==> src/logic/rif_pkg.sv <==
// shared constants for the reader interrupt flag and enable block
package rif_pkg;

	localparam int unsigned DATA_W = 32;
	localparam int unsigned IDX_W = 8;
	localparam int unsigned ADDR_W = IDX_W + 2;
	localparam int unsigned STRB_W = DATA_W / 8;
	localparam int unsigned REG_W = 8;
	localparam int unsigned FIFO_CNT_W = 5;

	// register indices; byte address is four times the index
	localparam logic [IDX_W-1:0] IDX_EN1 = 8'h35;
	localparam logic [IDX_W-1:0] IDX_EN2 = 8'h36;
	localparam logic [IDX_W-1:0] IDX_FLG1 = 8'h37;
	localparam logic [IDX_W-1:0] IDX_FLG2 = 8'h38;
	localparam logic [IDX_W-1:0] IDX_CLR1 = 8'h3C;
	localparam logic [IDX_W-1:0] IDX_CLR2 = 8'h3D;

	// reset values and register bit masks
	localparam logic [REG_W-1:0] EN1_RST = 8'hF7;
	localparam logic [REG_W-1:0] EN2_RST = 8'h40;
	localparam logic [REG_W-1:0] FLG_RST = 8'h00;
	localparam logic [REG_W-1:0] EN2_RSVD_MASK = 8'h38;
	localparam logic [REG_W-1:0] FLG2_USED_MASK = 8'hC7;

	// primary flag and primary enable bit positions
	localparam int unsigned F1_TX = 7;
	localparam int unsigned F1_RX = 6;
	localparam int unsigned F1_FIFO = 5;
	localparam int unsigned F1_ERR = 4;
	localparam int unsigned F1_HDR = 3;
	localparam int unsigned F1_ACK = 1;
	localparam int unsigned F1_NORESP = 0;

	// secondary flag and secondary enable bit positions
	localparam int unsigned F2_ANA = 7;
	localparam int unsigned F2_CMD = 6;
	localparam int unsigned F2_CRC = 2;
	localparam int unsigned F2_LEN = 1;
	localparam int unsigned F2_PRE = 0;

	// fifo fill thresholds in bytes
	localparam logic [FIFO_CNT_W-1:0] FIFO_TX_LOW = 5'h06;
	localparam logic [FIFO_CNT_W-1:0] FIFO_RX_HIGH = 5'h12;
	localparam logic [FIFO_CNT_W-1:0] SECOND_BYTE_CNT = 5'h02;

	function automatic logic [ADDR_W-1:0] rif_byte_addr(input logic [IDX_W-1:0] idx);
		return {idx, 2'b00};
	endfunction : rif_byte_addr

endpackage : rif_pkg

==> src/logic/rif_sync2.sv <==
// two-stage synchroniser for a pin level
`timescale 1ns/1ps
module rif_sync2 (
	input wire logic pclk,
	input wire logic presetn,
	input wire logic async_in,
	output logic sync_out
);
	import rif_pkg::*;

	typedef struct packed {
		logic meta;
		logic stable;
	} rif_sync_t;

	rif_sync_t s_q;
	rif_sync_t s_d;

	always_comb begin
		s_d.meta = async_in;
		s_d.stable = s_q.meta;
	end

	always_ff @(posedge pclk or negedge presetn) begin
		if (!presetn) begin
			s_q <= '0;
		end else begin
			s_q <= s_d;
		end
	end

	assign sync_out = s_q.stable;
endmodule : rif_sync2

==> src/logic/rif_rise_det.sv <==
// rising-edge detector for a vector of same-clock levels
`timescale 1ns/1ps
module rif_rise_det #(
	parameter int unsigned W = 2
) (
	input wire logic pclk,
	input wire logic presetn,
	input wire logic [W-1:0] lvl,
	output logic [W-1:0] rise
);
	import rif_pkg::*;

	typedef struct packed {
		logic [W-1:0] prev;
	} rif_rise_t;

	rif_rise_t s_q;
	rif_rise_t s_d;

	always_comb begin
		s_d.prev = lvl;
	end

	always_ff @(posedge pclk or negedge presetn) begin
		if (!presetn) begin
			s_q <= '0;
		end else begin
			s_q <= s_d;
		end
	end

	assign rise = lvl & ~s_q.prev;
endmodule : rif_rise_det

==> src/logic/rif_irq_top.sv <==
// interrupt flag and enable registers with apb slave and irq pin
`timescale 1ns/1ps
module rif_irq_top (
	input wire logic pclk,
	input wire logic presetn,
	// apb slave
	input wire logic psel,
	input wire logic penable,
	input wire logic pwrite,
	input wire logic [rif_pkg::ADDR_W-1:0] paddr,
	input wire logic [rif_pkg::DATA_W-1:0] pwdata,
	input wire logic [rif_pkg::STRB_W-1:0] pstrb,
	output logic [rif_pkg::DATA_W-1:0] prdata,
	output logic pready,
	output logic pslverr,
	// chip enable pin, not synchronous to pclk
	input wire logic chip_en_pin,
	// events and levels from the transmit, receive and fifo logic
	input wire logic tx_done,
	input wire logic rx_done,
	input wire logic tx_active,
	input wire logic rx_active,
	input wire logic [rif_pkg::FIFO_CNT_W-1:0] fifo_count,
	input wire logic header_bit,
	input wire logic direct_fifo_mode,
	// error pulses
	input wire logic crc_error,
	input wire logic length_error,
	input wire logic preamble_overflow,
	// auto acknowledge sequencer
	input wire logic autoack_active,
	input wire logic autoack_ack_sent,
	input wire logic autoack_success,
	input wire logic noresp_expire,
	// analog status levels and command end
	input wire logic osc_ok,
	input wire logic pll_ok,
	input wire logic rf_ok,
	input wire logic cmd_done,
	// interrupt pin and receive abort request
	output logic irq,
	output logic rx_abort
);
	import rif_pkg::*;

	// true when the bus address selects the register at this index
	function automatic logic reg_sel(
		input logic [ADDR_W-1:0] addr,
		input logic [IDX_W-1:0] idx
	);
		return addr == rif_byte_addr(idx);
	endfunction : reg_sel

	// any set flag whose enable is one requests the pin
	function automatic logic pending(
		input logic [REG_W-1:0] flags,
		input logic [REG_W-1:0] en
	);
		return |(flags & en);
	endfunction : pending

	typedef struct packed {
		logic [DATA_W-1:0] prdata;
		logic pready;
		logic pslverr;
		logic [REG_W-1:0] en1;
		logic [REG_W-1:0] en2;
		logic [REG_W-1:0] flg1;
		logic [REG_W-1:0] flg2;
		logic irq;
		logic rx_abort;
		logic ack_sent;
		logic ana_armed;
		logic [2:0] ana_prev;
	} rif_state_t;

	rif_state_t s_q;
	rif_state_t s_d;

	logic chip_en;
	logic fifo_level_cond;
	logic second_byte_cond;
	logic fifo_level_rise;
	logic second_byte_rise;

	rif_sync2 u_en_sync (
		.pclk(pclk),
		.presetn(presetn),
		.async_in(chip_en_pin),
		.sync_out(chip_en)
	);

	always_comb begin
		fifo_level_cond = 1'b0;
		if (tx_active && (fifo_count < FIFO_TX_LOW)) begin
			fifo_level_cond = 1'b1;
		end
		if (rx_active && (fifo_count > FIFO_RX_HIGH)) begin
			fifo_level_cond = 1'b1;
		end
		second_byte_cond = rx_active && direct_fifo_mode && (fifo_count >= SECOND_BYTE_CNT);
	end

	rif_rise_det #(
		.W(2)
	) u_rise (
		.pclk(pclk),
		.presetn(presetn),
		.lvl({fifo_level_cond, second_byte_cond}),
		.rise({fifo_level_rise, second_byte_rise})
	);

	// bus decode
	logic access;
	logic done;
	logic hit;
	logic wr_ok;
	logic [REG_W-1:0] rd_val;
	logic wr_en1;
	logic wr_en2;
	logic wr_clr1;
	logic wr_clr2;
	logic rd_flg1;
	logic rd_flg2;

	always_comb begin
		access = psel && penable;
		done = access && s_q.pready;
		wr_ok = done && pwrite && pstrb[0] && !s_q.pslverr;
		hit = 1'b1;
		rd_val = 8'h00;
		case (paddr)
			rif_byte_addr(IDX_EN1): begin
				rd_val = s_q.en1;
			end
			rif_byte_addr(IDX_EN2): begin
				rd_val = s_q.en2;
			end
			rif_byte_addr(IDX_FLG1): begin
				rd_val = s_q.flg1;
			end
			rif_byte_addr(IDX_FLG2): begin
				rd_val = s_q.flg2;
			end
			rif_byte_addr(IDX_CLR1): begin
				rd_val = 8'h00;
			end
			rif_byte_addr(IDX_CLR2): begin
				rd_val = 8'h00;
			end
			default: begin
				hit = 1'b0;
			end
		endcase
		wr_en1 = wr_ok && reg_sel(paddr, IDX_EN1);
		wr_en2 = wr_ok && reg_sel(paddr, IDX_EN2);
		wr_clr1 = wr_ok && reg_sel(paddr, IDX_CLR1);
		wr_clr2 = wr_ok && reg_sel(paddr, IDX_CLR2);
		rd_flg1 = done && !pwrite && reg_sel(paddr, IDX_FLG1);
		rd_flg2 = done && !pwrite && reg_sel(paddr, IDX_FLG2);
	end

	// event sources
	logic any_error;
	logic rx_failed;
	logic ana_change;
	logic [REG_W-1:0] set1;
	logic [REG_W-1:0] set2;
	logic [REG_W-1:0] clr1;
	logic [REG_W-1:0] clr2;
	logic second_byte_flag;
	logic auto_acknowledge_done_flag;
	logic [2:0] ana_now;

	always_comb begin
		any_error = crc_error || length_error || preamble_overflow;
		rx_failed = noresp_expire || any_error;
		ana_now = {osc_ok, pll_ok, rf_ok};
		// a change in either direction of any analog level counts
		ana_change = s_q.ana_armed && (s_q.ana_prev != ana_now);
		second_byte_flag = direct_fifo_mode ? second_byte_rise : header_bit;
		auto_acknowledge_done_flag = autoack_active
			&& (autoack_success || (s_q.ack_sent && rx_failed));
	end

	// sets ignore the enables; enables steer the pin, and en1 bit F1_NORESP also gates rx_abort
	always_comb begin
		set1 = '0;
		set1[F1_TX] = tx_done;
		set1[F1_RX] = rx_done;
		set1[F1_FIFO] = fifo_level_rise;
		set1[F1_ERR] = any_error;
		set1[F1_HDR] = second_byte_flag;
		set1[F1_ACK] = auto_acknowledge_done_flag;
		set1[F1_NORESP] = noresp_expire;

		set2 = '0;
		set2[F2_ANA] = ana_change;
		set2[F2_CMD] = cmd_done;
		set2[F2_CRC] = crc_error;
		set2[F2_LEN] = length_error;
		set2[F2_PRE] = preamble_overflow;
	end

	// a read clears only the bits that it returned, so a flag set while
	// the read was in flight is kept for the next read
	always_comb begin
		clr1 = '0;
		if (rd_flg1) begin
			clr1 = s_q.prdata[REG_W-1:0];
		end
		if (wr_clr1) begin
			clr1 = clr1 | pwdata[REG_W-1:0];
		end
		clr2 = '0;
		if (rd_flg2) begin
			clr2 = s_q.prdata[REG_W-1:0];
		end
		if (wr_clr2) begin
			clr2 = clr2 | pwdata[REG_W-1:0];
		end
	end

	// next state
	always_comb begin
		s_d = s_q;
		s_d.pready = 1'b0;
		s_d.pslverr = 1'b0;

		// one wait state: ready rises in the second access cycle
		if (access && !s_q.pready) begin
			s_d.pready = 1'b1;
			s_d.pslverr = !hit;
			s_d.prdata = {{(DATA_W-REG_W){1'b0}}, rd_val};
		end

		if (wr_en1) begin
			s_d.en1 = pwdata[REG_W-1:0];
		end
		if (wr_en2) begin
			s_d.en2 = pwdata[REG_W-1:0] & ~EN2_RSVD_MASK;
		end

		// set wins over any clear in the same cycle
		s_d.flg1 = (s_q.flg1 & ~clr1) | set1;
		s_d.flg2 = ((s_q.flg2 & ~clr2) | set2) & FLG2_USED_MASK;

		// chip disable holds both flag registers empty
		if (!chip_en) begin
			s_d.flg1 = FLG_RST;
			s_d.flg2 = FLG_RST;
		end

		// remembers that the ACK went out in the current auto acknowledge run
		if (!autoack_active) begin
			s_d.ack_sent = 1'b0;
		end else if (autoack_ack_sent) begin
			s_d.ack_sent = 1'b1;
		end

		// comparison starts one edge after reset, so reset is never a change
		s_d.ana_armed = 1'b1;
		s_d.ana_prev = ana_now;

		// pin follows the new flag values so it rises with the flag
		s_d.irq = pending(s_d.flg1, s_d.en1)
			|| pending(s_d.flg2, s_d.en2 & ~EN2_RSVD_MASK);

		s_d.rx_abort = noresp_expire && s_q.en1[F1_NORESP];
	end

	always_ff @(posedge pclk or negedge presetn) begin
		if (!presetn) begin
			s_q.prdata <= '0;
			s_q.pready <= 1'b0;
			s_q.pslverr <= 1'b0;
			s_q.en1 <= EN1_RST;
			s_q.en2 <= EN2_RST;
			s_q.flg1 <= FLG_RST;
			s_q.flg2 <= FLG_RST;
			s_q.irq <= 1'b0;
			s_q.rx_abort <= 1'b0;
			s_q.ack_sent <= 1'b0;
			s_q.ana_armed <= 1'b0;
			s_q.ana_prev <= 3'h0;
		end else begin
			s_q <= s_d;
		end
	end

	assign prdata = s_q.prdata;
	assign pready = s_q.pready;
	assign pslverr = s_q.pslverr;
	assign irq = s_q.irq;
	assign rx_abort = s_q.rx_abort;
endmodule : rif_irq_top

==> config.mk <==
export PLATFORM = sky130hd
export DESIGN_NAME = rif_irq_top
export DESIGN_NICKNAME = d
export VERILOG_FILES = /design/src/logic/rif_pkg.sv /design/src/logic/rif_sync2.sv /design/src/logic/rif_rise_det.sv /design/src/logic/rif_irq_top.sv
export SDC_FILE = /design/constraint.sdc
export NUM_CORES = 1
export LEC_CHECK = 0
export ABC_CLOCK_PERIOD_IN_PS = 2300
export BUFFER_PORTS_ARGS = -buffer_cell sky130_fd_sc_hd__buf_2
export CORE_UTILIZATION = 48
export DETAILED_ROUTE_END_ITERATION = 8
export PLACE_DENSITY = 0.91
export REMOVE_ABC_BUFFERS = 1
export SYNTH_ARGS = -nofsm -noshare
export SYNTH_HDL_FRONTEND = slang
export SYNTH_SLANG_ARGS = --single-unit
==> constraint.sdc <==
create_clock -name pclk -period 2.3 [get_ports pclk]
set_input_delay 0.23 -clock pclk [delete_from_list [all_inputs] [get_ports pclk]]
set_output_delay 0.23 -clock pclk [all_outputs]
set_load 0.005 [all_outputs]
==> results.cfg <==
[synth]
synth_ff_type = dfrtp_1
synth_top_area_frac = 0.3801
async_reset_ff_frac = 1.000
yosysUniqueCellTypes = 54
ys_ff_latch = 47
synth_commonest_cells = dfrtp_1, buf_4, nand2_1
syn-instance-count = 248
synth.avg_cell_area_um2 = 10.35
synth_most_common_cell = dfrtp_1
synth-seq-area-share = 0.4620
synth_area_um2 = 2567
synth_edf_count = 0
synth_largest_area_cell = dfrtp_1
yosys-top-cells-area = dfrtp_1, buf_4, dfstp_2, mux2_2, nand2_1
yosysWarningCount = 0

[setup_path]
critPathCaptureType = flip-flop
required_ns = 2.45
start_kind = flip-flop
crit_top_cell = buf_4
critPathBufInv = 2
arrival_ns = 2.51
path_delay_family = simple AND/OR/NAND/NOR gates
crit_chain = nand4b_1 > nor3_2 > buf_4 > nand2_2 > buf_4 > o41ai_2 > nor3b_2 > a2111oi_4 > nand4_1
crit_path_max_fanout = 6
crit_path_max_incr_delay_ns = 0.38
slowest_stage = dfrtp_1
worst-setup-path-type = flip-flop to flip-flop

[drt]
wl_per_cell_um = 17.15
ant_nets = 0
firstDrtPassIters = 5
vias = 2207
drc = 0
via_per_inst = 5.573
wl_mm = 6.792
first_iter_violations = 225

[final_layout]
nets = 399
finalNonFillerCells = 396
antenna_cells = 0
area_delta_synth_final_pct = 22.66
drive_above_1_share = 0.3926
multi_input_area_um2 = 1206
seq_area_um2 = 1186
fill_cells = 447

[sta]
max_freq_ghz = 0.4230
hold_viol = 0
setup_tns_ns = -0.06414
worst_slack_ns = -0.06414
setup_viol = 1
maxSlewViolCount = 0
min_period_ns = 2.364
grt_setup_unrepaired = yes
skew_ns = 0.005030
fin_crit_sh = 1.028
worst_pin_slew_ns = 0.8146
slew_headroom = 0.4523

[cts]
clkSlewWorstSetupHoldPaths_ns = 0.08
cts.sinks = 47
clock_latency_ns = 0.31
cts_root_buffer = clkbuf_8
clockBufferDepth = 2
cts_made_buffers = 5
cts_max_level = 2
cts_tree = built

[power_and_ir_drop]
power.density_nw_per_um2 = 535.7
p_leak_nw = 1.545
peakVddDrop_uv = 308.2

[floorplan]
io_pins = 110
die-area_um2 = 5645
core_area_um2 = 5140
rows = 26
die_h_um = 75.14
die_w_um = 75.14
start_util = 0.4995

[outcome]
violations = setup timing
status = finished, violations left

[place]
port_buffers = 58
dp_hpwl_mm = 4.960
gp_congestion = 0.9173
dp_cells = 384

[min_path]
min_path_type = input pin to flip-flop

[global_routing]
grt_pass1_vias = 2083
grt-ovfl-total = 0
antenna_found_initial = 0
grt_max_degree = 22
grt.total_usage = 0.2551
grt_pass1_wl_mm = 10.25

[run]
drv_cap = 0
-- report_power, final --
group	switching, W	internal (W)	total, W	leakage [nW]
Clock	0.000278	0.000352	0.000629	0.0612
Sequential	0.0000213	0.000854	0.000876	0.590
Combinational	0.000105	0.0000772	0.000182	0.894
Total	0.000404	0.00128	0.00169	1.54
-- final cells by class --
class	count	share of cell area
multi-input cells	176	0.3830
flip-flops and latches	47	0.3766
repair buffers	87	0.1657
well taps	70	0.02781
clock buffers	6	0.02622
clock inverters	2	0.01112
inverters	8	0.009535
-- cell families after synthesis --
group,after synthesis,share of synthesized area
and+or+nand+nor,79,0.1832
AOI/OAI and AO/OA,55,0.1598
DFF,47,0.4620
other,2,0.002925
buffers and inverters,48,0.1204
muxes,14,0.06140
xor gates and xnor gates,3,0.01024
-- what timing repair did --
action,CTS,global route
endpoints found under the hold margin,15,0
setup endpoints to repair,1,1
hold buffers,1,0
gates resized for setup,2,12
pin swaps,0,7
buffers inserted,0,3
-- cells in the final DEF, fill, tap and decap left out, types with 2 or more instances in the layout --
| cell type | count |
|---|---|
| buf_2 | 58 |
| a21oi_1 | 13 |
| nor2b_1 | 3 |
| mux2i_1 | 3 |
| nor4_1 | 2 |
| a31oi_1 | 3 |
| and2_1 | 2 |
| nor2_1 | 6 |
| inv_1 | 8 |
| nor4_4 | 2 |
| buf_4 | 25 |
| mux2_2 | 9 |
| nand2_2 | 2 |
| o31ai_1 | 4 |
| buf_6 | 3 |
| and3_1 | 2 |
| nand4b_1 | 7 |
| nand3_1 | 2 |
| conb_1 | 25 |
| nand4_1 | 8 |
| nor3_2 | 2 |
| nand2b_1 | 3 |
| or3_1 | 2 |
| o21ai_0 | 2 |
| a32o_1 | 3 |
| xnor2_1 | 3 |
| dfstp_2 | 8 |
| o21a_1 | 3 |
| a222oi_1 | 5 |
| clkbuf_8 | 6 |
| a22o_1 | 3 |
| dfrtp_1 | 39 |
| a21o_1 | 4 |
| nand2_1 | 25 |
| nor3_1 | 4 |
-- sequential cells by signal, summed over array words and instances (netlist names) --
name	cells
pready	1
u_en_sync.s_d	1
u_rise.s_q	2
irq	1
rx_abort	1
s_q	31
pslverr	1
prdata	8
u_en_sync.sync_out	1
-- routing by layer --
layer / GRT usage / routed length [um] / up-vias
met4: 0.1152 / 144 / 0
met5: 0 / 0 / -
met1: 0.3304 / 2894 / 1052
met2: 0.4174 / 3284 / 126
met3: 0.04953 / 467 / 14
li1: - / - / 1015
-- through the flow --
stage,util,hold slack (ns),setup WS [ns],instance area [um2],power (W)
finish,0.6127,0.02246,-0.06414,3149,0.001687
global placement,0.5721,0.1858,-0.1681,2940,0.001054
global route,0.6127,0.01564,-0.1098,3149,0.001764
detailed placement,0.5721,0.1911,-0.2690,2940,0.001063
floorplan,-,-0.06559,-0.3335,2375,0.0009550
CTS,0.5993,0.02258,0.01792,3080,0.001685
-- final timing paths --
kind / start / end / slack (ns) / depth (start not counted)
max reg2reg: pslverr / irq / -0.06 / 9
min in group asynchronous: presetn / irq / 0.39 / 2
min: chip_en_pin / u_en_sync.s_d[0] / 0.02 / 1
max in group asynchronous: presetn / s_q[29] / 1.28 / 3
max: pslverr / irq / -0.06 / 9
min reg2reg: u_en_sync.s_d[0] / u_en_sync.sync_out / 0.35 / 0
Power figures use the tool's default switching activity.
